`config.mk`:
```
export PLATFORM = sky130hd
export DESIGN_NAME = trace_frame_formatter
export DESIGN_NICKNAME = d
export VERILOG_FILES = /design/src/logic/trace_frame_formatter_pkg.sv /design/src/logic/trace_byte_fifo.sv /design/src/logic/trace_frame_formatter.sv
export VERILOG_INCLUDE_DIRS = /design/src /design/src/logic
export SDC_FILE = /design/constraint.sdc
export NUM_CORES = 1
export LEC_CHECK = 0
export BUFFER_PORTS_ARGS = -buffer_cell sky130_fd_sc_hd__buf_2
export CORE_AREA = 3 3 254 156
export CTS_BUF_LIST = sky130_fd_sc_hd__clkbuf_8
export DETAILED_ROUTE_END_ITERATION = 8
export DIE_AREA = 0 0 257 159
export GPL_ROUTABILITY_DRIVEN = 0
export PLACE_DENSITY = 0.68
export SYNTH_ARGS = -nofsm -noshare
export SYNTH_HDL_FRONTEND = slang
export SYNTH_SLANG_ARGS = --single-unit
```
`constraint.sdc`:
```
create_clock -name clk_sys -period 7.6 [get_ports clk_sys]
set_clock_uncertainty 0.05 [all_clocks]
set_input_delay 0.76 -clock clk_sys [delete_from_list [all_inputs] [get_ports clk_sys]]
set_output_delay 0.76 -clock clk_sys [all_outputs]
set_load 0.02 [all_outputs]
```
`src/logic/trace_frame_formatter_defs.svh`:
```
/*
  Constants for the trace frame formatter: frame layout, special identifiers,
  FIFO sizing and the padding wait time.
  Assumes the system clock runs at 10 MHz.
*/
`ifndef TRACE_FRAME_FORMATTER_DEFS_SVH
`define TRACE_FRAME_FORMATTER_DEFS_SVH

// frame layout
`define FRAME_BYTES 16
`define FRAME_AUX_POS 4'hF
`define FRAME_LAST_MIXED 4'hE
`define FRAME_FIRST_POS 4'h0
`define MIXED_FLAG_BIT 0
`define FLAG_ID 1'b1
`define FLAG_DATA 1'b0
`define AUX_NOW 1'b0
`define AUX_LATER 1'b1

// special source identifiers
`define NULL_ID 7'h00
`define PAD_BYTE 8'h00

// serialiser
`define FRAME_BITS_LEFT 8'h7F
`define RAW_BITS_LEFT 8'h07
`define BITS_NONE 8'h00

// input buffering
`define SRC_FIFO_DEPTH 8
`define SRC_FIFO_WIDTH 15

// padding: how long a started frame waits for trace before it is padded
`define CLK_PERIOD_NS 100
`define PAD_WAIT_NS 6400
`define PAD_WAIT_CYC ((`PAD_WAIT_NS + `CLK_PERIOD_NS - 1) / `CLK_PERIOD_NS)

`endif

```
`src/logic/trace_frame_formatter_pkg.sv`:
```
/*
  Types used by the trace frame formatter, including the entry it reads from its input FIFO.
  Assumes nothing beyond a SystemVerilog compiler.
*/
package trace_frame_formatter_pkg;

  typedef enum logic {
    MODE_FRAMED,
    MODE_RAW
  } mode_t;

  typedef struct packed {
    logic [6:0] id;
    logic [7:0] data;
  } entry_t;

  typedef struct packed {
    mode_t mode;
    logic [3:0] pos;
    logic [15:0][7:0] frame;
    logic frame_full;
    logic [6:0] cur_id;
    logic id_known;
    logic pad;
    logic [15:0] wait_cnt;
    entry_t h0;
    logic h0_v;
    entry_t h1;
    logic h1_v;
    logic [127:0] shreg;
    logic [7:0] sh_cnt;
    logic out_bit;
    logic out_valid;
    logic out_first;
  } fmt_state_t;

endpackage

```
`src/logic/trace_byte_fifo.sv`:
```
/*
  Small FIFO for tagged trace bytes, with a registered output stage.
  Assumes one clock and a synchronous active-low reset; DEPTH of two or more.
*/
`timescale 1ns/1ns
module trace_byte_fifo #(
  parameter int WIDTH = 15,
  parameter int DEPTH = 8
) (
  // clock and reset
  input wire logic clk_sys,
  input wire logic nrst,
  // filling side
  input wire logic in_valid,
  output logic in_ready,
  input wire logic [WIDTH-1:0] in_data,
  // draining side
  output logic out_valid,
  input wire logic out_ready,
  output logic [WIDTH-1:0] out_data
);
  localparam int AW = $clog2(DEPTH);
  localparam int CW = $clog2(DEPTH + 1);

  typedef struct packed {
    logic [DEPTH-1:0][WIDTH-1:0] mem;
    logic [AW-1:0] wr;
    logic [AW-1:0] rd;
    logic [CW-1:0] count;
    logic room;
    logic out_v;
    logic [WIDTH-1:0] out_d;
  } fifo_state_t;

  fifo_state_t s;
  fifo_state_t next_s;
  logic push;
  logic pop;

  always_comb begin
    next_s = s;
    push = in_valid && s.room;
    pop = (s.count != '0) && (!s.out_v || out_ready);
    if (s.out_v && out_ready) begin
      next_s.out_v = 1'b0;
    end
    if (pop) begin
      next_s.out_d = s.mem[s.rd];
      next_s.out_v = 1'b1;
      next_s.rd = (s.rd == AW'(DEPTH - 1)) ? '0 : s.rd + AW'(1);
    end
    if (push) begin
      next_s.mem[s.wr] = in_data;
      next_s.wr = (s.wr == AW'(DEPTH - 1)) ? '0 : s.wr + AW'(1);
    end
    next_s.count = s.count + CW'(push) - CW'(pop);
    // room is a flop so the source sees a clean ready
    next_s.room = (next_s.count != CW'(DEPTH));
  end

  always_ff @(posedge clk_sys) begin
    if (!nrst) begin
      s <= '0;
      s.room <= 1'b1;
    end else begin
      s <= next_s;
    end
  end

  assign in_ready = s.room;
  assign out_valid = s.out_v;
  assign out_data = s.out_d;
endmodule

```
`src/logic/trace_frame_formatter.sv`:
```
/*
  Trace frame formatter: merges tagged trace bytes into 16-byte frames and
  shifts them out one bit per clock, least significant bit first. With
  formatting off, raw bytes of a single source are shifted out instead.
  Assumes the source and format_enable run on clk_sys; the serial output is
  taken every cycle in which trace_bit_valid is high.
*/
`timescale 1ns/1ns
`include "trace_frame_formatter_defs.svh"

// Overview of operation
// RL1: output is a run of 16-byte frames with fixed byte roles.
// RL2: odd bytes 1-13 are data, even bytes 0-14 mixed, byte 15 auxiliary.
// RL3: mixed byte bit 0 flags ID (1) or data bits 7:1 (0).
// RL4: for a data mixed byte, its auxiliary bit holds data bit 0.
// RL5: auxiliary bit k serves the mixed byte at position 2k.
// RL6: ID change aux 0 means next byte is new source; 1 means old.
// RL7: an ID change at byte 14 has aux bit 7 zero; applies next frame.
// RL8: the decoder ignores aux bit 7 after an ID change at byte 14.
// RL9: after each ID change, at least one data byte before another change.
// RL10: frames leave bit 0 of byte 0 first, ascending through byte 15.
// RL11: formatting off passes raw single-source bytes with no framing.
// RL12: ID 0x00 pads short frames; data after it is discarded.
// RL13: a byte whose ID differs from the current one forces an ID change.
// RL14: after reset, start at byte 0 with no ID in effect.
module trace_frame_formatter #(
  parameter int FIFO_DEPTH = `SRC_FIFO_DEPTH,
  parameter int PAD_WAIT = `PAD_WAIT_CYC
) (
  // clock and reset
  input wire logic clk_sys,
  input wire logic nrst,
  // trace source
  input wire logic src_valid,
  output logic src_ready,
  input wire logic [7:0] src_data,
  input wire logic [6:0] src_id,
  // control and status
  input wire logic format_enable,
  output logic framing_on,
  // serial trace output
  output logic trace_bit,
  output logic trace_bit_valid,
  output logic frame_start
);

  trace_frame_formatter_pkg::fmt_state_t s;
  trace_frame_formatter_pkg::fmt_state_t next_s;
  trace_frame_formatter_pkg::entry_t fifo_entry;
  logic fifo_valid;
  logic fifo_take;
  logic consume;
  logic advance;
  logic [7:0] byte_out;
  logic [2:0] aux_idx;
  logic even_pos;
  logic timed_out;

  trace_byte_fifo #(
    .WIDTH(`SRC_FIFO_WIDTH),
    .DEPTH(FIFO_DEPTH)
  ) trace_byte_fifo_inst (
    .clk_sys(clk_sys),
    .nrst(nrst),
    .in_valid(src_valid),
    .in_ready(src_ready),
    .in_data({src_id, src_data}),
    .out_valid(fifo_valid),
    .out_ready(fifo_take),
    .out_data(fifo_entry)
  );

  always_comb begin
    next_s = s;
    consume = 1'b0;
    advance = 1'b0;
    byte_out = `PAD_BYTE;
    aux_idx = s.pos[3:1];
    even_pos = !s.pos[0];
    timed_out = (s.wait_cnt >= 16'(PAD_WAIT));

    // holding slots refill from the FIFO; blocked while padding, and in the
    // cycle a pad starts, so no real trace gets written under the null source
    fifo_take = fifo_valid && !s.pad && !timed_out && !(s.h0_v && s.h1_v);

    // mode changes only at byte 0 with no frame or bits pending, even in the cycle byte 0 is written
    if (s.pos == `FRAME_FIRST_POS && !s.frame_full && s.sh_cnt == `BITS_NONE) begin
      next_s.mode = format_enable ? trace_frame_formatter_pkg::MODE_FRAMED
                                  : trace_frame_formatter_pkg::MODE_RAW;
      if (!format_enable) begin
        next_s.id_known = 1'b0;
      end
    end

    // frame assembly
    if (s.mode == trace_frame_formatter_pkg::MODE_FRAMED && !s.frame_full) begin
      if (s.pos == `FRAME_AUX_POS) begin
        next_s.frame_full = 1'b1; // RL1
        next_s.pos = `FRAME_FIRST_POS;
        next_s.pad = 1'b0;
        next_s.wait_cnt = '0;
      end else if (even_pos) begin
        if (s.pad) begin
          byte_out = `PAD_BYTE; // RL12
          next_s.frame[`FRAME_AUX_POS][aux_idx] = `AUX_NOW;
          advance = 1'b1;
        end else if (s.h0_v && (!s.id_known || s.h0.id != s.cur_id)) begin
          byte_out = {s.h0.id, `FLAG_ID}; // RL13 RL14 RL3
          next_s.frame[`FRAME_AUX_POS][aux_idx] = `AUX_NOW; // RL6 RL7
          next_s.cur_id = s.h0.id;
          next_s.id_known = 1'b1;
          advance = 1'b1;
        end else if (s.h0_v && (s.pos == `FRAME_LAST_MIXED || (s.h1_v && s.h1.id == s.cur_id))) begin
          byte_out = {s.h0.data[7:1], `FLAG_DATA}; // RL3
          next_s.frame[`FRAME_AUX_POS][aux_idx] = s.h0.data[0]; // RL4 RL5
          consume = 1'b1;
          advance = 1'b1;
        end else if (s.h0_v && s.h1_v) begin
          // announce the next source early; the held byte still goes out
          // in the following data slot under the old source
          byte_out = {s.h1.id, `FLAG_ID}; // RL13 RL3
          next_s.frame[`FRAME_AUX_POS][aux_idx] = `AUX_LATER; // RL6 RL9
          next_s.cur_id = s.h1.id;
          advance = 1'b1;
        end else if (timed_out && s.pos != `FRAME_FIRST_POS) begin
          byte_out = {`NULL_ID, `FLAG_ID}; // RL12
          // with a byte still held it goes out first under the old source
          next_s.frame[`FRAME_AUX_POS][aux_idx] = s.h0_v ? `AUX_LATER : `AUX_NOW; // RL6 RL7
          next_s.cur_id = `NULL_ID;
          next_s.id_known = 1'b1;
          next_s.pad = 1'b1;
          advance = 1'b1;
        end else if (s.pos != `FRAME_FIRST_POS) begin
          next_s.wait_cnt = s.wait_cnt + 16'h0001;
        end
      end else begin
        if (s.h0_v) begin
          byte_out = s.h0.data; // RL2
          consume = 1'b1;
          advance = 1'b1;
        end else if (s.pad) begin
          byte_out = `PAD_BYTE; // RL12
          advance = 1'b1;
        end
      end
      if (advance) begin
        next_s.frame[s.pos] = byte_out; // RL2
        next_s.pos = s.pos + 4'h1;
        next_s.wait_cnt = '0;
      end
    end

    // serialiser, one bit per clock
    next_s.out_first = 1'b0;
    if (s.sh_cnt != `BITS_NONE) begin
      next_s.out_bit = s.shreg[0]; // RL10
      next_s.out_valid = 1'b1;
      next_s.shreg = {1'b0, s.shreg[127:1]};
      next_s.sh_cnt = s.sh_cnt - 8'h01;
    end else if (s.frame_full) begin
      next_s.out_bit = s.frame[0][0]; // RL10
      next_s.out_valid = 1'b1;
      next_s.out_first = 1'b1;
      next_s.shreg = s.frame >> 1;
      next_s.sh_cnt = `FRAME_BITS_LEFT;
      next_s.frame_full = 1'b0;
    end else if (s.mode == trace_frame_formatter_pkg::MODE_RAW && s.h0_v) begin
      // raw byte: no identifier, no framing
      next_s.out_bit = s.h0.data[0]; // RL11
      next_s.out_valid = 1'b1;
      next_s.shreg = {120'h0, 1'b0, s.h0.data[7:1]};
      next_s.sh_cnt = `RAW_BITS_LEFT;
      consume = 1'b1;
    end else begin
      next_s.out_valid = 1'b0;
      next_s.out_bit = 1'b0;
    end

    // holding slots: shift on consume, then refill the first empty one
    if (consume) begin
      next_s.h0 = s.h1;
      next_s.h0_v = s.h1_v;
      next_s.h1_v = 1'b0;
    end
    if (fifo_take) begin
      if (!next_s.h0_v) begin
        next_s.h0 = fifo_entry;
        next_s.h0_v = 1'b1;
      end else begin
        next_s.h1 = fifo_entry;
        next_s.h1_v = 1'b1;
      end
    end
  end

  always_ff @(posedge clk_sys) begin
    if (!nrst) begin
      s <= '0; // RL14
    end else begin
      s <= next_s;
    end
  end

  assign trace_bit = s.out_bit;
  assign trace_bit_valid = s.out_valid;
  assign frame_start = s.out_first;
  assign framing_on = (s.mode == trace_frame_formatter_pkg::MODE_FRAMED);
endmodule

```
Word level (Yosys, flattened, before mapping)
Index checks and enable logic that the tools add are counted.
Storage, ports and cells
  latch bits: 0
  output and inout bits: 5
  RAM bits: 0
  input port bits: 19
  logic and storage cells: 219
  bits in read-only memories: 0
  register bits after elaboration: 476
  memories kept: 0
Cells by class
  bitwise logic cells: 8
  muxes and demuxes: 89
  $lt $le $gt $ge: 8
  shift operators: 0
  reductions and logical operators: 42
  eq/ne operators: 17
  add/sub/neg operators: 7
  multipliers: 0
  divide/modulo/power cells: 0
Operator list (count)
  137-bit two-way mux: 2
  25-bit two-way mux: 7
  8-bit two-way mux: 19
  135-bit two-way mux: 1
  132-bit two-way mux: 1
  128-bit bitwise mux: 1
  120-bit bitwise mux: 1
  16-bit two-way mux: 7
  15-bit binary-select mux with 3-bit select: 1
  15-bit demux with 3-bit select: 1
  17-bit two-way mux: 2
  8-bit demux with 4-bit select: 1
  32-bit two-way mux: 1
  1-bit two-way mux: 31
  15-bit two-way mux: 2
  26-bit two-way mux: 1
  1-bit logical AND: 18
  18-bit two-way mux: 1
  16-bit by 1-bit adder with 16-bit output (second input constant): 1
  8-bit bitwise mux: 2
  16-bit by 7-bit >= comparator with 1-bit output (second input constant): 1
  3-bit by 4-bit < comparator with 1-bit output (second input constant): 3
  4-bit by 3-bit inequality test with 1-bit output (second input constant): 3
  9-bit two-way mux: 1
  other kinds (40): 62

Logic depth before layout (Yosys ltp)
Gate-level depths: netlist of the first run.
  depth after elaboration: 19
  gate-level depth with buffers: 14
  gate-level depth less buffers: 12

Hierarchy
Synthesis of the first run repeated with hierarchy kept, for this count alone.
Second synthesis, totals
  cell total of the unflattened synthesis: 2353
  area, all modules: 20445.9 µm²
Modules (own cells, without submodules)
  trace_frame_formatter: area an instance 13743.2 µm², instances 1, seq. area each 6586.3 µm², cells an instance 1669
  trace_byte_fifo: area an instance 6702.7 µm², instances 1, seq. area each 2942.8 µm², cells an instance 684

Worst setup path before layout of the first run
Ideal clock, no wire load.
  path kind: register -> register
  start: reg s[177] (netlist bit)
  end: reg trace_byte_fifo_inst.s, in the netlist trace_byte_fifo_inst.in_ready
  cell stages (with the launch flop): 14
  arrival: 3.035 ns
  library setup time: 0.118 ns
  path buffers: 1
  path slack: 4.397 ns
  required time: 7.432 ns
  clock period less this slack: 3.203 ns
  cells stage by stage: dfxtp_1 -> nor4_1 -> and3_1 -> nand2_1 -> a21oi_2 -> clkbuf_1 -> ha_1 -> inv_1 -> ha_1 -> inv_1 -> fa_1 -> xnor2_1 -> nor3b_1 -> nand2_1
On the way
  cells in the longest elaborated chain, start to end: 8
Ends and longest elaborated chain
  start: declaration: RTL line trace_frame_formatter.sv:47  | trace_frame_formatter_pkg::fmt_state_t s;
  start signal: assignment: RTL line trace_frame_formatter.sv:200  | s <= next_s;
  16-bit by 7-bit >= comparator with 1-bit output: RTL line trace_frame_formatter.sv:80  | timed_out = (s.wait_cnt >= 16'(PAD_WAIT));
  1-bit logical NOT: RTL line trace_frame_formatter.sv:84  | fifo_take = fifo_valid && !s.pad && !timed_out && !(s.h0_v && s.h1_v);
  1-bit logical AND (2 in series): RTL line trace_frame_formatter.sv:84
  1-bit logical OR: RTL line trace_byte_fifo.sv:43  | pop = (s.count != '0) && (!s.out_v || out_ready);
  1-bit logical AND: RTL line trace_byte_fifo.sv:43
  4-bit by 1-bit subtractor with 4-bit output: RTL line trace_byte_fifo.sv:56  | next_s.count = s.count + CW'(push) - CW'(pop);
  4-bit inequality test: RTL line trace_byte_fifo.sv:58  | next_s.room = (next_s.count != CW'(DEPTH));
  end signal: assignment: RTL line trace_byte_fifo.sv:66  | s <= next_s;
  end: declaration: RTL line trace_byte_fifo.sv:35  | fifo_state_t s;
Every way passes these cells.
A chain may end at the register's enable or synchronous reset.

Worst setup path after layout of the first run
  start: reg s[325] (netlist bit)
  end: reg s[266] (netlist bit)
On the way
  cells in the longest elaborated chain, start to end: 11
  elaborated cells between the ends (all ways): 27
  classes of those cells: order compare (2); eq/ne (2); mux (17); reduce/logical (6)
Ends and longest elaborated chain
  4-bit nonzero test (no line)
  1-bit logical AND (no line)
  1-bit two-way mux: RTL line trace_frame_formatter.sv:125  | end else if (timed_out && s.pos != `FRAME_FIRST_POS) begin
  1-bit two-way mux: RTL line trace_frame_formatter.sv:118  | end else if (s.h0_v && s.h1_v) begin
  1-bit two-way mux: RTL line trace_frame_formatter.sv:113  | end else if (s.h0_v && (s.pos == `FRAME_LAST_MIXED || (s.h1_v && s.h1.id == s.cur_id))) begin
  1-bit two-way mux: RTL line trace_frame_formatter.sv:107  | end else if (s.h0_v && (!s.id_known || s.h0.id != s.cur_id)) begin
  1-bit two-way mux: RTL line trace_frame_formatter.sv:103  | if (s.pad) begin
  1-bit two-way mux: RTL line trace_frame_formatter.sv:102  | end else if (even_pos) begin
  1-bit two-way mux: RTL line trace_frame_formatter.sv:97  | if (s.pos == `FRAME_AUX_POS) begin
  1-bit two-way mux: RTL line trace_frame_formatter.sv:96  | if (s.mode == trace_frame_formatter_pkg::MODE_FRAMED && !s.frame_full) begin
  2-bit AND reduction (no line)
Several ways; a longest one is shown, not always the timed one. The select of a mux whose other input is x is not followed.

==> results of run 1 <==
-- cells in the mapped netlist (21+ instances only) --
| master | n | area [µm²] |
|---|---|---|
| nand3_1 | 164 | 820.8 |
| nand4_1 | 22 | 137.6 |
| dfxtp_1 | 476 | 9529 |
| inv_1 | 21 | 78.83 |
| nor3_1 | 28 | 140.1 |
| a21oi_1 | 180 | 900.9 |
| a211oi_1 | 149 | 1119 |
| buf_2 | 29 | 145.1 |
| mux2i_1 | 62 | 620.6 |
| nand2_1 | 574 | 2155 |
| nor2_1 | 185 | 694.4 |
| mux4_2 | 30 | 675.7 |
| a31oi_1 | 133 | 832.1 |
| clkbuf_1 | 156 | 585.6 |
-- routing by layer --
| metal | up-vias | wire length (µm) |
|---|---|---|
| li1 | 8552 | - |
| met1 | 8535 | 27030 |
| met2 | 727 | 22270 |
| met3 | 98 | 4927 |
| met4 | 0 | 967 |
| met5 | - | 0 |
-- power breakdown --
part | switching [mW] | internal, mW | total (mW) | leakage [nW]
combinational | 1.46 | 0.566 | 2.03 | 2.53
clock | 0.988 | 1.12 | 2.11 | 0.809
sequential | 0.219 | 2.69 | 2.91 | 3.85
total | 2.67 | 4.38 | 7.05 | 7.19
-- worst min path at each step --
stage                                                        start                                        to  slack [ns]  depth (start not counted)
after global routing                                 format_enable                       s[329]$_SDFFE_PN0P_        0.28                          2
after CTS                                            format_enable                       s[329]$_SDFFE_PN0P_        0.26                          2
after global placement     trace_byte_fifo_inst.s[56]$_SDFFE_PN0P_   trace_byte_fifo_inst.s[56]$_SDFFE_PN0P_        0.39                          2
after floorplan           trace_byte_fifo_inst.s[102]$_SDFFE_PN0P_  trace_byte_fifo_inst.s[102]$_SDFFE_PN0P_        0.38                          2
final                                                format_enable                       s[329]$_SDFFE_PN0P_        0.31                          2
after detailed placement   trace_byte_fifo_inst.s[82]$_SDFFE_PN0P_   trace_byte_fifo_inst.s[82]$_SDFFE_PN0P_        0.40                          2
-- sequential cells by signal, summed over array words and instances, names as in the netlist --
signal,flops
aux_idx,3
frame_start,1
s,323
trace_bit,1
trace_bit_valid,1
trace_byte_fifo_inst.in_ready,1
trace_byte_fifo_inst.out_data,15
trace_byte_fifo_inst.out_valid,1
trace_byte_fifo_inst.s,130
-- metrics by stage --
step / instance area (µm²) / util / setup WS [ns]
floorplan: 20510 / - / 4.397
global placement: 20690 / 0.5516 / 3.581
detailed placement: 20690 / 0.5516 / 3.298
CTS: 22120 / 0.5897 / 3.305
global route: 22120 / 0.5898 / 2.823
finish: 22120 / 0.5898 / 3.123
-- final cells by class --
class / count / share of cell area
Inverter: 22 / 0.004073
Clock inverter: 33 / 0.009221
Clock buffer: 89 / 0.05538
Timing Repair Buffer: 57 / 0.01731
Multi-Input combinational cell: 1759 / 0.4538
Antenna cell: 1 / 0.0001131
Sequential cell: 476 / 0.4311
Tap cell: 513 / 0.02902
-- worst max-delay path, cell delays in order, from the launching register on --
cell,delay (ns)
dfxtp_1,0.71
inv_1,0.25
ha_1,0.34
nor3b_1,0.17
buf_4,0.20
a31oi_1,0.95
nor4_4,0.05
buf_4,0.27
a21oi_1,1.04
nor2_1,0.07
a211oi_1,0.26
-- placed cells by master (no fill, tap or decap), types with 7 or more instances in the layout --
master / n
and3_1: 20
mux4_2: 30
dfxtp_1: 473
clkinv_2: 7
nand4_1: 22
nor2b_1: 10
a21oi_1: 180
nand4b_1: 8
clkbuf_8: 89
o21ai_0: 20
nand2_1: 574
o31ai_1: 16
a21oi_2: 12
nor3_1: 18
a21o_1: 9
a211oi_1: 149
o2111ai_1: 14
ha_1: 16
nand3_1: 164
nor2_1: 184
and2_1: 13
nor3_2: 10
a31oi_1: 133
buf_4: 33
xnor2_1: 18
buf_2: 23
inv_1: 40
mux2i_1: 62
-- kinds of logic after synthesis --
kind of cell / Yosys count / share of synthesized area
fa+ha+maj: 17 / 0.01074
simple gates: 1060 / 0.2224
flops: 476 / 0.4646
compound gates: 570 / 0.1804
buf+inv: 248 / 0.05020
mux: 92 / 0.06320
xor+xnor: 20 / 0.008540
==> impl_metrics.csv, run 1 <==
group,metric,value,unit
yosys,number_of_warnings_issued_by_yosys,0,
run_status,status,"finished clean",
sta,min_period,4.477,ns
yosys,dominantRegCellSynth,"dfxtp_1",
power,powerDensity,318.8,nW/µm²
drt,drtIter0Drc,2213,
floorplan,row_count,55,
clock_tree,clock-root-buffer,"clkbuf_8",
yosys,postSynthCellCount,2483,
cells_and_area,finish.net_count,2422,
drt,via_count,17910,
floorplan,boundaryPins,24,
clock_tree,cts.repair_timing.setup_buffer_count,0,
setup_path,critPathLaunchType,"register",
sta,final-hold-violation-count,0,
yosys,syn_nets,2519,
floorplan,die-width,257,µm
clock_tree,numCtsBuffers,70,
sta,hold_slack,0.3055,ns
power,power.ir.vdd_worst,202.4,µV
floorplan,floorplan.die_area,40860,µm²
drt,drt-vias-per-instance,6.072,
clock_tree,cts_tree,"yes",
grt,grt_overflow_total,0,
clock_tree,cts.sink_count,476,
drt,routed_wl,55200,µm
setup_path,setup.worst_path.end,"s[266]$_SDFFE_PN0P_",
grt,grt_start_max_net_pins,227,
floorplan,design.core.area,37500,µm²
placed_design,dp_hpwl,33340,µm
yosys,asyncSetResetFlopFracSynth,0,
setup_path,worst_setup_path_end_kind,"register",
clock_tree,insertion_delay,0.64,ns
setup_path,r2r_end,"s[266]$_SDFFE_PN0P_",
sta,max_freq,0.2234,GHz
setup_path,critical_path.max_fanout,17,
setup_path,setup.worst_path.class,"reg -> reg",
grt,wire_length_of_the_first_global_routing_pass,89130,µm
setup_path,worst_r2r_path_depth,10,
yosys,yosysSeqAreaShare,0.4646,
clock_tree,post_cts_resize_count,0,
sta,max_slew.worst_pin.slew,1.315,ns
drt,drt-wirelength-per-cell,18.71,µm
cells_and_area,multi_input_area,10040,µm²
setup_path,timing.critical_path.from,"s[325]$_SDFFE_PN0P_",
sta,final_clock_period_utilization_by_the_worst_path,0.5891,
setup_path,critPathRequiredTime,8.09,ns
clock_tree,ctsHoldBuffers,0,
yosys,yosys_register_bits,476,
clock_tree,ctsHtreeMaxLevel,3,
run,timing.max_cap.violations,0,
cells_and_area,seq_area,9535,µm²
grt,first_global_vias,16340,
drt,drcViolationCount,0,
grt,combined_global_route_utilization_of_all_metal_layers,0.2655,
cells_and_area,drive_above_1_share,0.09442,
drt,detail_route.first_pass.iterations,5,
placed_design,i_o_buffers,23,
yosys,post_synth.cell_area_avg,8.261,µm²
floorplan,initial_core_util,0.5469,
cells_and_area,areaGrowthSynthToFinish,7.839,%
yosys,number_of_enable_type_register_cells_in_the_synthesized_netlist,0,
sta,finalSetupTns,0,ns
clock_tree,clk_path_buf_depth,3,
floorplan,die_y,159,µm
grt,grtUsageMet3,0.05309,
sta,total_of_endpoints_with_negative_setup_slack_in_the_final_report,0,
min_path,worstHoldPathType,"in -> reg",
clock_tree,clk_pin_slew,0.07,ns
grt,gr-max-usage-layer,"met1",
setup_path,critical_path_arrival,4.97,ns
sta,slew_violations,0,
power,report.power.total,7.051,mW
cells_and_area,fin_cells,2950,
sta,rsz0062_at_grt,"false",
setup_path,r2r-start,"s[325]$_SDFFE_PN0P_",
yosys,synth_cell_type_count,64,
placed_design,placed_cells_incl_taps,2827,
grt,gr-usage-met1,0.4168,
drt,ant_nets,0,
cells_and_area,filler_cell_count,3293,
yosys,mappedNetlistArea,20510,µm²
power,power.static_leakage,7.187,nW
grt,met2_usage,0.3658,
setup_path,worst-r2r-setup-slack,3.12,ns
grt,initial_antenna_violation_count,1,
sta,worst_slew_margin_rel,0.1168,
Note: power is estimated with default switching activity, not from simulation.
==> run 2: changes to the inputs <==
==> constraint.sdc (replaced) <==
create_clock -name clk_sys -period 4.65 [get_ports clk_sys]
set_clock_uncertainty 0.05 [all_clocks]
set_input_delay 0.465 -clock clk_sys [delete_from_list [all_inputs] [get_ports clk_sys]]
set_output_delay 0.465 -clock clk_sys [all_outputs]
set_load 0.02 [all_outputs]
==> impl_metrics.csv, run 2 (synthesis results as in run 1) <==
group,metric,value,unit
power,power.static_leakage,7.266,nW
power,power.share.combinational,0.285,
cells_and_area,drive_above_1_share,0.09996,
power,swShare,0.3774,
power,powerDensity,518.2,nW/µm²
sta,rsz0062_at_grt,"false",
sta,worst_slew_margin_rel,-0.03067,
floorplan,die_y,159,µm
power,netSwitchingPower,4.348,mW
run_status,failed_checks,"capacitance limit, slew limit",
drt,detail_route.first_pass.iterations,6,
placed_design,dp_hpwl,35420,µm
floorplan,floorplan.die_area,40860,µm²
grt,first_global_vias,16600,
cells_and_area,layout.cells.most_common_list,"nand2_1, dfxtp_1, nor2_1, a21oi_1, nand3_1",
drt,ant_nets,0,
cells_and_area,number_of_flip_flops_under_the_largest_register_name,323,
drt,routed_wl,55780,µm
setup_path,worst_setup_path_end_kind,"register",
clock_tree,cts_tree,"yes",
clock_tree,ctsHtreeMaxLevel,3,
min_path,hold_end,"trace_byte_fifo_inst.s[100]$_SDFFE_PN0P_",
setup_path,worst-r2r-setup-slack,0.72,ns
grt,wire_length_of_the_first_global_routing_pass,90330,µm
grt,grt_start_max_net_pins,160,
drt,drt-wirelength-per-cell,18.82,µm
grt,grt_overflow_total,0,
drt,drtIter0Drc,1975,
run,timing.max_cap.violations,1,
sta,max_freq,0.2546,GHz
floorplan,row_count,55,
power,cell_internal_pwr,7.174,mW
clock_tree,numCtsBuffers,70,
min_path,worstHoldPathType,"in -> reg",
drt,drt-vias-per-instance,6.084,
power,power.ir.vdd_worst,295.0,µV
clock_tree,clk_path_buf_depth,3,
setup_path,critical_path_arrival,4.29,ns
clock_tree,clk_pin_slew,0.07,ns
clock_tree,insertion_delay,0.62,ns
sta,total_of_endpoints_with_negative_setup_slack_in_the_final_report,0,
power,clock_power_share,0.293,
clock_tree,cts.repair_timing.setup_buffer_count,0,
sta,final_critical_path_setup_slack,0.7228,ns
sta,slew_violations,16,
cells_and_area,mostFrequentLayoutCell,"nand2_1",
setup_path,setup.worst_path.class,"reg -> reg",
cells_and_area,finish.net_count,2438,
sta,finalSetupTns,0,ns
sta,min_period,3.927,ns
placed_design,dp_slack,0.8316,ns
setup_path,worst_r2r_path_depth,8,
floorplan,die-width,257,µm
clock_tree,cts.sink_count,476,
drt,drcViolationCount,0,
run_status,status,"finished with violations",
power,power_frac_seq,0.422,
floorplan,boundaryPins,24,
cells_and_area,filler_cell_count,3317,
cells_and_area,antenna_cells_inserted,0,
placed_design,i_o_buffers,23,
floorplan,initial_core_util,0.5469,
grt,combined_global_route_utilization_of_all_metal_layers,0.2682,
sta,final_clock_period_utilization_by_the_worst_path,0.8446,
setup_path,critical_path.max_fanout,17,
setup_path,critPathLaunchType,"register",
min_path,worst_hold_path.num_cells,3,
sta,final-hold-violation-count,0,
setup_path,r2r-start,"s[325]$_SDFFE_PN0P_",
floorplan,design.core.area,37500,µm²
setup_path,r2r_end,"s[227]$_SDFFE_PN0P_",
sta,max_slew.worst_pin.slew,1.538,ns
cells_and_area,areaGrowthSynthToFinish,8.406,%
min_path,hold_start,"src_id[5]",
clock_tree,clock-root-buffer,"clkbuf_8",
cells_and_area,regMostFlops,"s",
drt,via_count,18030,
grt,initial_antenna_violation_count,1,
setup_path,critPathRequiredTime,5.01,ns
run 2: cell types whose count changed in the layout (fill, tap and decap cells not counted), moves of 2 or more:
cell and delta:
buf_12 +3, clkinv_2 +3, inv_6 +2, clkinvlp_4 -2
buf_4 +12
run 2: layout make-up:
| class | count | area, µm² | share of cell area |
|---|---|---|---|
| clock buffers | 88 | 1211 | 0.05447 |
| clock inverters | 33 | 176.4 | 0.007934 |
| inverters | 22 | 90.09 | 0.004052 |
| multi-input cells | 1759 | 10040 | 0.4514 |
| flip-flops and latches | 476 | 9535 | 0.4288 |
| well taps | 513 | 641.9 | 0.02887 |
| repair buffers | 73 | 543.0 | 0.02442 |
run 2: routing by layer:
layer	global-route usage	routed length (µm)	up-vias
met5	0	9	-
met4	0.06897	864	2
met3	0.05277	5041	70
met2	0.3698	22660	774
met1	0.4231	27200	8615
li1	-	-	8571
run 2: power groups by stage:
stage,Combinational [mW],Sequential [mW],Clock [mW]
2_1_floorplan,2.47,4.68,0
3_3_place_gp,3.15,4.93,0
3_5_place_dp,3.23,4.94,0
4_1_cts,3.24,4.85,3.43
5_1_grt,3.59,4.92,3.62
6_report,3.28,4.87,3.38
run 2: timing repair:
action | CTS | global route
hold endpoints to repair | 1 | 0
hold buffers | 1 | 0
endpoints found under the setup margin | 0 | 0
resized for setup | 0 | 0
run 2: worst max-delay path by stage:
| stage | startpoint | endpoint | slack (ns) | depth (start not counted) |
|---|---|---|---|---|
| 2_1_floorplan | s[177]$_SDFFE_PN0P_ | trace_byte_fifo_inst.in_ready$_SDFF_PN1_ | 1.45 | 13 |
| 3_3_place_gp | s[325]$_SDFFE_PN0P_ | s[307]$_SDFFE_PN0P_ | 1.13 | 8 |
| 3_5_place_dp | s[325]$_SDFFE_PN0P_ | s[251]$_SDFFE_PN0P_ | 0.83 | 8 |
| 4_1_cts | s[325]$_SDFFE_PN0P_ | s[251]$_SDFFE_PN0P_ | 0.84 | 8 |
| 5_1_grt | s[325]$_SDFFE_PN0P_ | s[227]$_SDFFE_PN0P_ | 0.63 | 8 |
| 6_report | s[325]$_SDFFE_PN0P_ | s[227]$_SDFFE_PN0P_ | 0.72 | 8 |
run 2: critical path, stage by stage (launching register included):
cell and delay, ns:
dfxtp_1 0.72, ha_1 0.40, and3_1 0.43, nor3_1 0.08, buf_4 0.21, and2_1 0.25, and3_1 0.22, nor3_2 1.18
a211oi_1 0.18
run 2: per-stage QoR:
stage / hold slack [ns] / area (µm²) / util / power (mW) / cells
2_1_floorplan: 0.3831 / 20510 / - / 7.152 / 2483
5_1_grt: 0.06937 / 22240 / 0.5929 / 12.13 / 2964
3_3_place_gp: 0.3884 / 20840 / 0.5556 / 8.083 / 2842
6_report: 0.1032 / 22240 / 0.5929 / 11.52 / 2964
3_5_place_dp: 0.3937 / 20840 / 0.5556 / 8.169 / 2842
4_1_cts: 0.06698 / 22240 / 0.5929 / 11.52 / 2964
==> run 3: changes to the inputs <==
--- a/config.mk
+++ b/config.mk
@@ -12,7 +12,7 @@
 export DETAILED_ROUTE_END_ITERATION = 8
 export DIE_AREA = 0 0 257 159
 export GPL_ROUTABILITY_DRIVEN = 0
-export PLACE_DENSITY = 0.68
+export PLACE_DENSITY = 0.71
 export SYNTH_ARGS = -nofsm -noshare
 export SYNTH_HDL_FRONTEND = slang
 export SYNTH_SLANG_ARGS = --single-unit
==> constraint.sdc (replaced) <==
create_clock -name clk_sys -period 3.55 [get_ports clk_sys]
set_clock_uncertainty 0.05 [all_clocks]
set_input_delay 0.355 -clock clk_sys [delete_from_list [all_inputs] [get_ports clk_sys]]
set_output_delay 0.355 -clock clk_sys [all_outputs]
set_load 0.02 [all_outputs]
==> impl_metrics.csv, run 3 (synthesis results as in run 1) <==
group,metric,value,unit
run_status,status,"finished clean",
run,timing.max_cap.violations,0,
setup_path,r2r_end,"s[204]$_SDFFE_PN0P_",
placed_design,i_o_buffers,23,
sta,final-hold-violation-count,0,
clock_tree,clk_pin_slew,0.07,ns
clock_tree,insertion_delay,0.63,ns
cells_and_area,finish.net_count,2480,
drt,drtIter0Drc,2122,
min_path,hold_end,"trace_byte_fifo_inst.s[26]$_SDFFE_PN0P_",
power,power.ir.vdd_worst,646.8,µV
sta,min_period,3.347,ns
min_path,worstHoldPathType,"in -> reg",
clock_tree,cts.sink_count,476,
cells_and_area,number_of_flip_flops_under_the_largest_register_name,323,
drt,ant_nets,0,
clock_tree,clk_path_buf_depth,3,
cells_and_area,regMostFlops,"s",
setup_path,critical_path_arrival,3.78,ns
clock_tree,cts_tree,"yes",
cells_and_area,postLayoutCellArea,22720,µm²
setup_path,setup.worst_path.class,"reg -> reg",
placed_design,placed_cells_incl_taps,2868,
drt,detail_route.first_pass.iterations,8,
sta,slew_violations,0,
drt,drt-wirelength-per-cell,18.26,µm
sta,total_of_endpoints_with_negative_setup_slack_in_the_final_report,0,
grt,combined_global_route_utilization_of_all_metal_layers,0.2630,
floorplan,die-width,257,µm
drt,routed_wl,54860,µm
setup_path,critical_path.max_fanout,15,
cells_and_area,areaGrowthSynthToFinish,10.76,%
placed_design,dp_hpwl,34460,µm
setup_path,worst_setup_path_end_kind,"register",
min_path,hold_start,"src_valid",
setup_path,r2r-start,"s[325]$_SDFFE_PN0P_",
setup_path,critPathLaunchType,"register",
grt,first_global_vias,16770,
sta,worst_slew_margin_rel,0.2856,
sta,max_freq,0.2988,GHz
grt,grt_overflow_total,0,
placed_design,dp_slack,0.3364,ns
min_path,worst_hold_path.num_cells,4,
placed_design,post_detailed_placement_cell_area,21070,µm²
power,powerDensity,681.0,nW/µm²
floorplan,floorplan.die_area,40860,µm²
setup_path,critPathRequiredTime,3.98,ns
drt,drt-vias-per-instance,6.024,
clock_tree,post_cts_resize_count,0,
sta,rsz0062_at_grt,"false",
power,power.static_leakage,7.503,nW
clock_tree,ctsHtreeMaxLevel,3,
grt,wire_length_of_the_first_global_routing_pass,89480,µm
drt,via_count,18100,
sta,finalSetupTns,0,ns
setup_path,worst_r2r_path_depth,8,
floorplan,boundaryPins,24,
sta,max_slew.worst_pin.slew,1.072,ns
grt,initial_antenna_violation_count,1,
sta,final_critical_path_setup_slack,0.2031,ns
floorplan,row_count,55,
power,report.power.total,15.47,mW
clock_tree,numCtsBuffers,71,
cells_and_area,layout.cells.most_common_list,"nand2_1, dfxtp_1, nor2_1, a21oi_1, nand3_1",
floorplan,design.core.area,37500,µm²
floorplan,initial_core_util,0.5469,
cells_and_area,mostFrequentLayoutCell,"nand2_1",
grt,grt_start_max_net_pins,129,
cells_and_area,fin_cells,3005,
cells_and_area,drive_above_1_share,0.1100,
floorplan,die_y,159,µm
cells_and_area,antenna_cells_inserted,0,
clock_tree,clock-root-buffer,"clkbuf_8",
clock_tree,cts.repair_timing.setup_buffer_count,0,
drt,drcViolationCount,0,
setup_path,worst-r2r-setup-slack,0.20,ns
sta,final_clock_period_utilization_by_the_worst_path,0.9428,
-- run 3: worst max-delay path by stage --
stage	startpoint	end	slack, ns	cells past startpoint
6_report	s[325]$_SDFFE_PN0P_	s[204]$_SDFFE_PN0P_	0.20	8
2_1_floorplan	s[177]$_SDFFE_PN0P_	trace_byte_fifo_inst.in_ready$_SDFF_PN1_	0.35	13
3_3_place_gp	s[177]$_SDFFE_PN0P_	trace_byte_fifo_inst.in_ready$_SDFF_PN1_	0.36	12
4_1_cts	s[325]$_SDFFE_PN0P_	s[305]$_SDFFE_PN0P_	0.30	9
5_1_grt	s[325]$_SDFFE_PN0P_	s[305]$_SDFFE_PN0P_	0.04	9
3_5_place_dp	s[177]$_SDFFE_PN0P_	trace_byte_fifo_inst.in_ready$_SDFF_PN1_	0.34	12
-- run 3: layout make-up --
cell class / instances / area (µm²)
fillers: 3221 / 14790
repair buffers: 114 / 938.4
multi-input cells: 1759 / 10020
clock buffers: 93 / 1280
clock inverters: 28 / 210.2
inverters: 22 / 90.09
well taps: 513 / 641.9
flip-flops and latches: 476 / 9535
-- run 3: per-stage QoR --
step | hold WS [ns] | utilization
floorplan | 0.3831 | -
global placement | 0.3883 | 0.5617
detailed placement | 0.3938 | 0.5617
CTS | 0.1653 | 0.6057
global route | 0.2177 | 0.6057
finish | 0.2081 | 0.6057
-- run 3: worst max-delay path, cell delays in order, from the launching register on --
cell      delay [ns]
dfxtp_1         0.56
ha_1            0.42
and3_1          0.47
nor2_1          0.32
nand4_1         0.18
o21ai_0         0.12
nor3_2          0.64
buf_4           0.35
a211oi_1        0.10
-- run 3: what timing repair did --
action / CTS / global route
hold endpoints to repair: 121 / 0
hold buffers: 16 / 0
endpoints found under the setup margin: 0 / 0
-- run 3: where the power goes --
part	internal, mW	total [mW]	switching [mW]
logic	1.40	4.44	3.03
clock network	2.57	4.72	2.16
registers	5.77	6.31	0.541
total	9.74	15.5	5.73
-- run 3: per-layer routing --
metal  up-vias  GRT usage  wire length, µm  part of all wire
li1       8667          -                -                 -
met5         -          0               13           0.00024
met3       101    0.05595             5021             0.092
met1      8573     0.4018            26010              0.47
met4         2    0.06562              977             0.018
met2       758     0.3757            22840              0.42
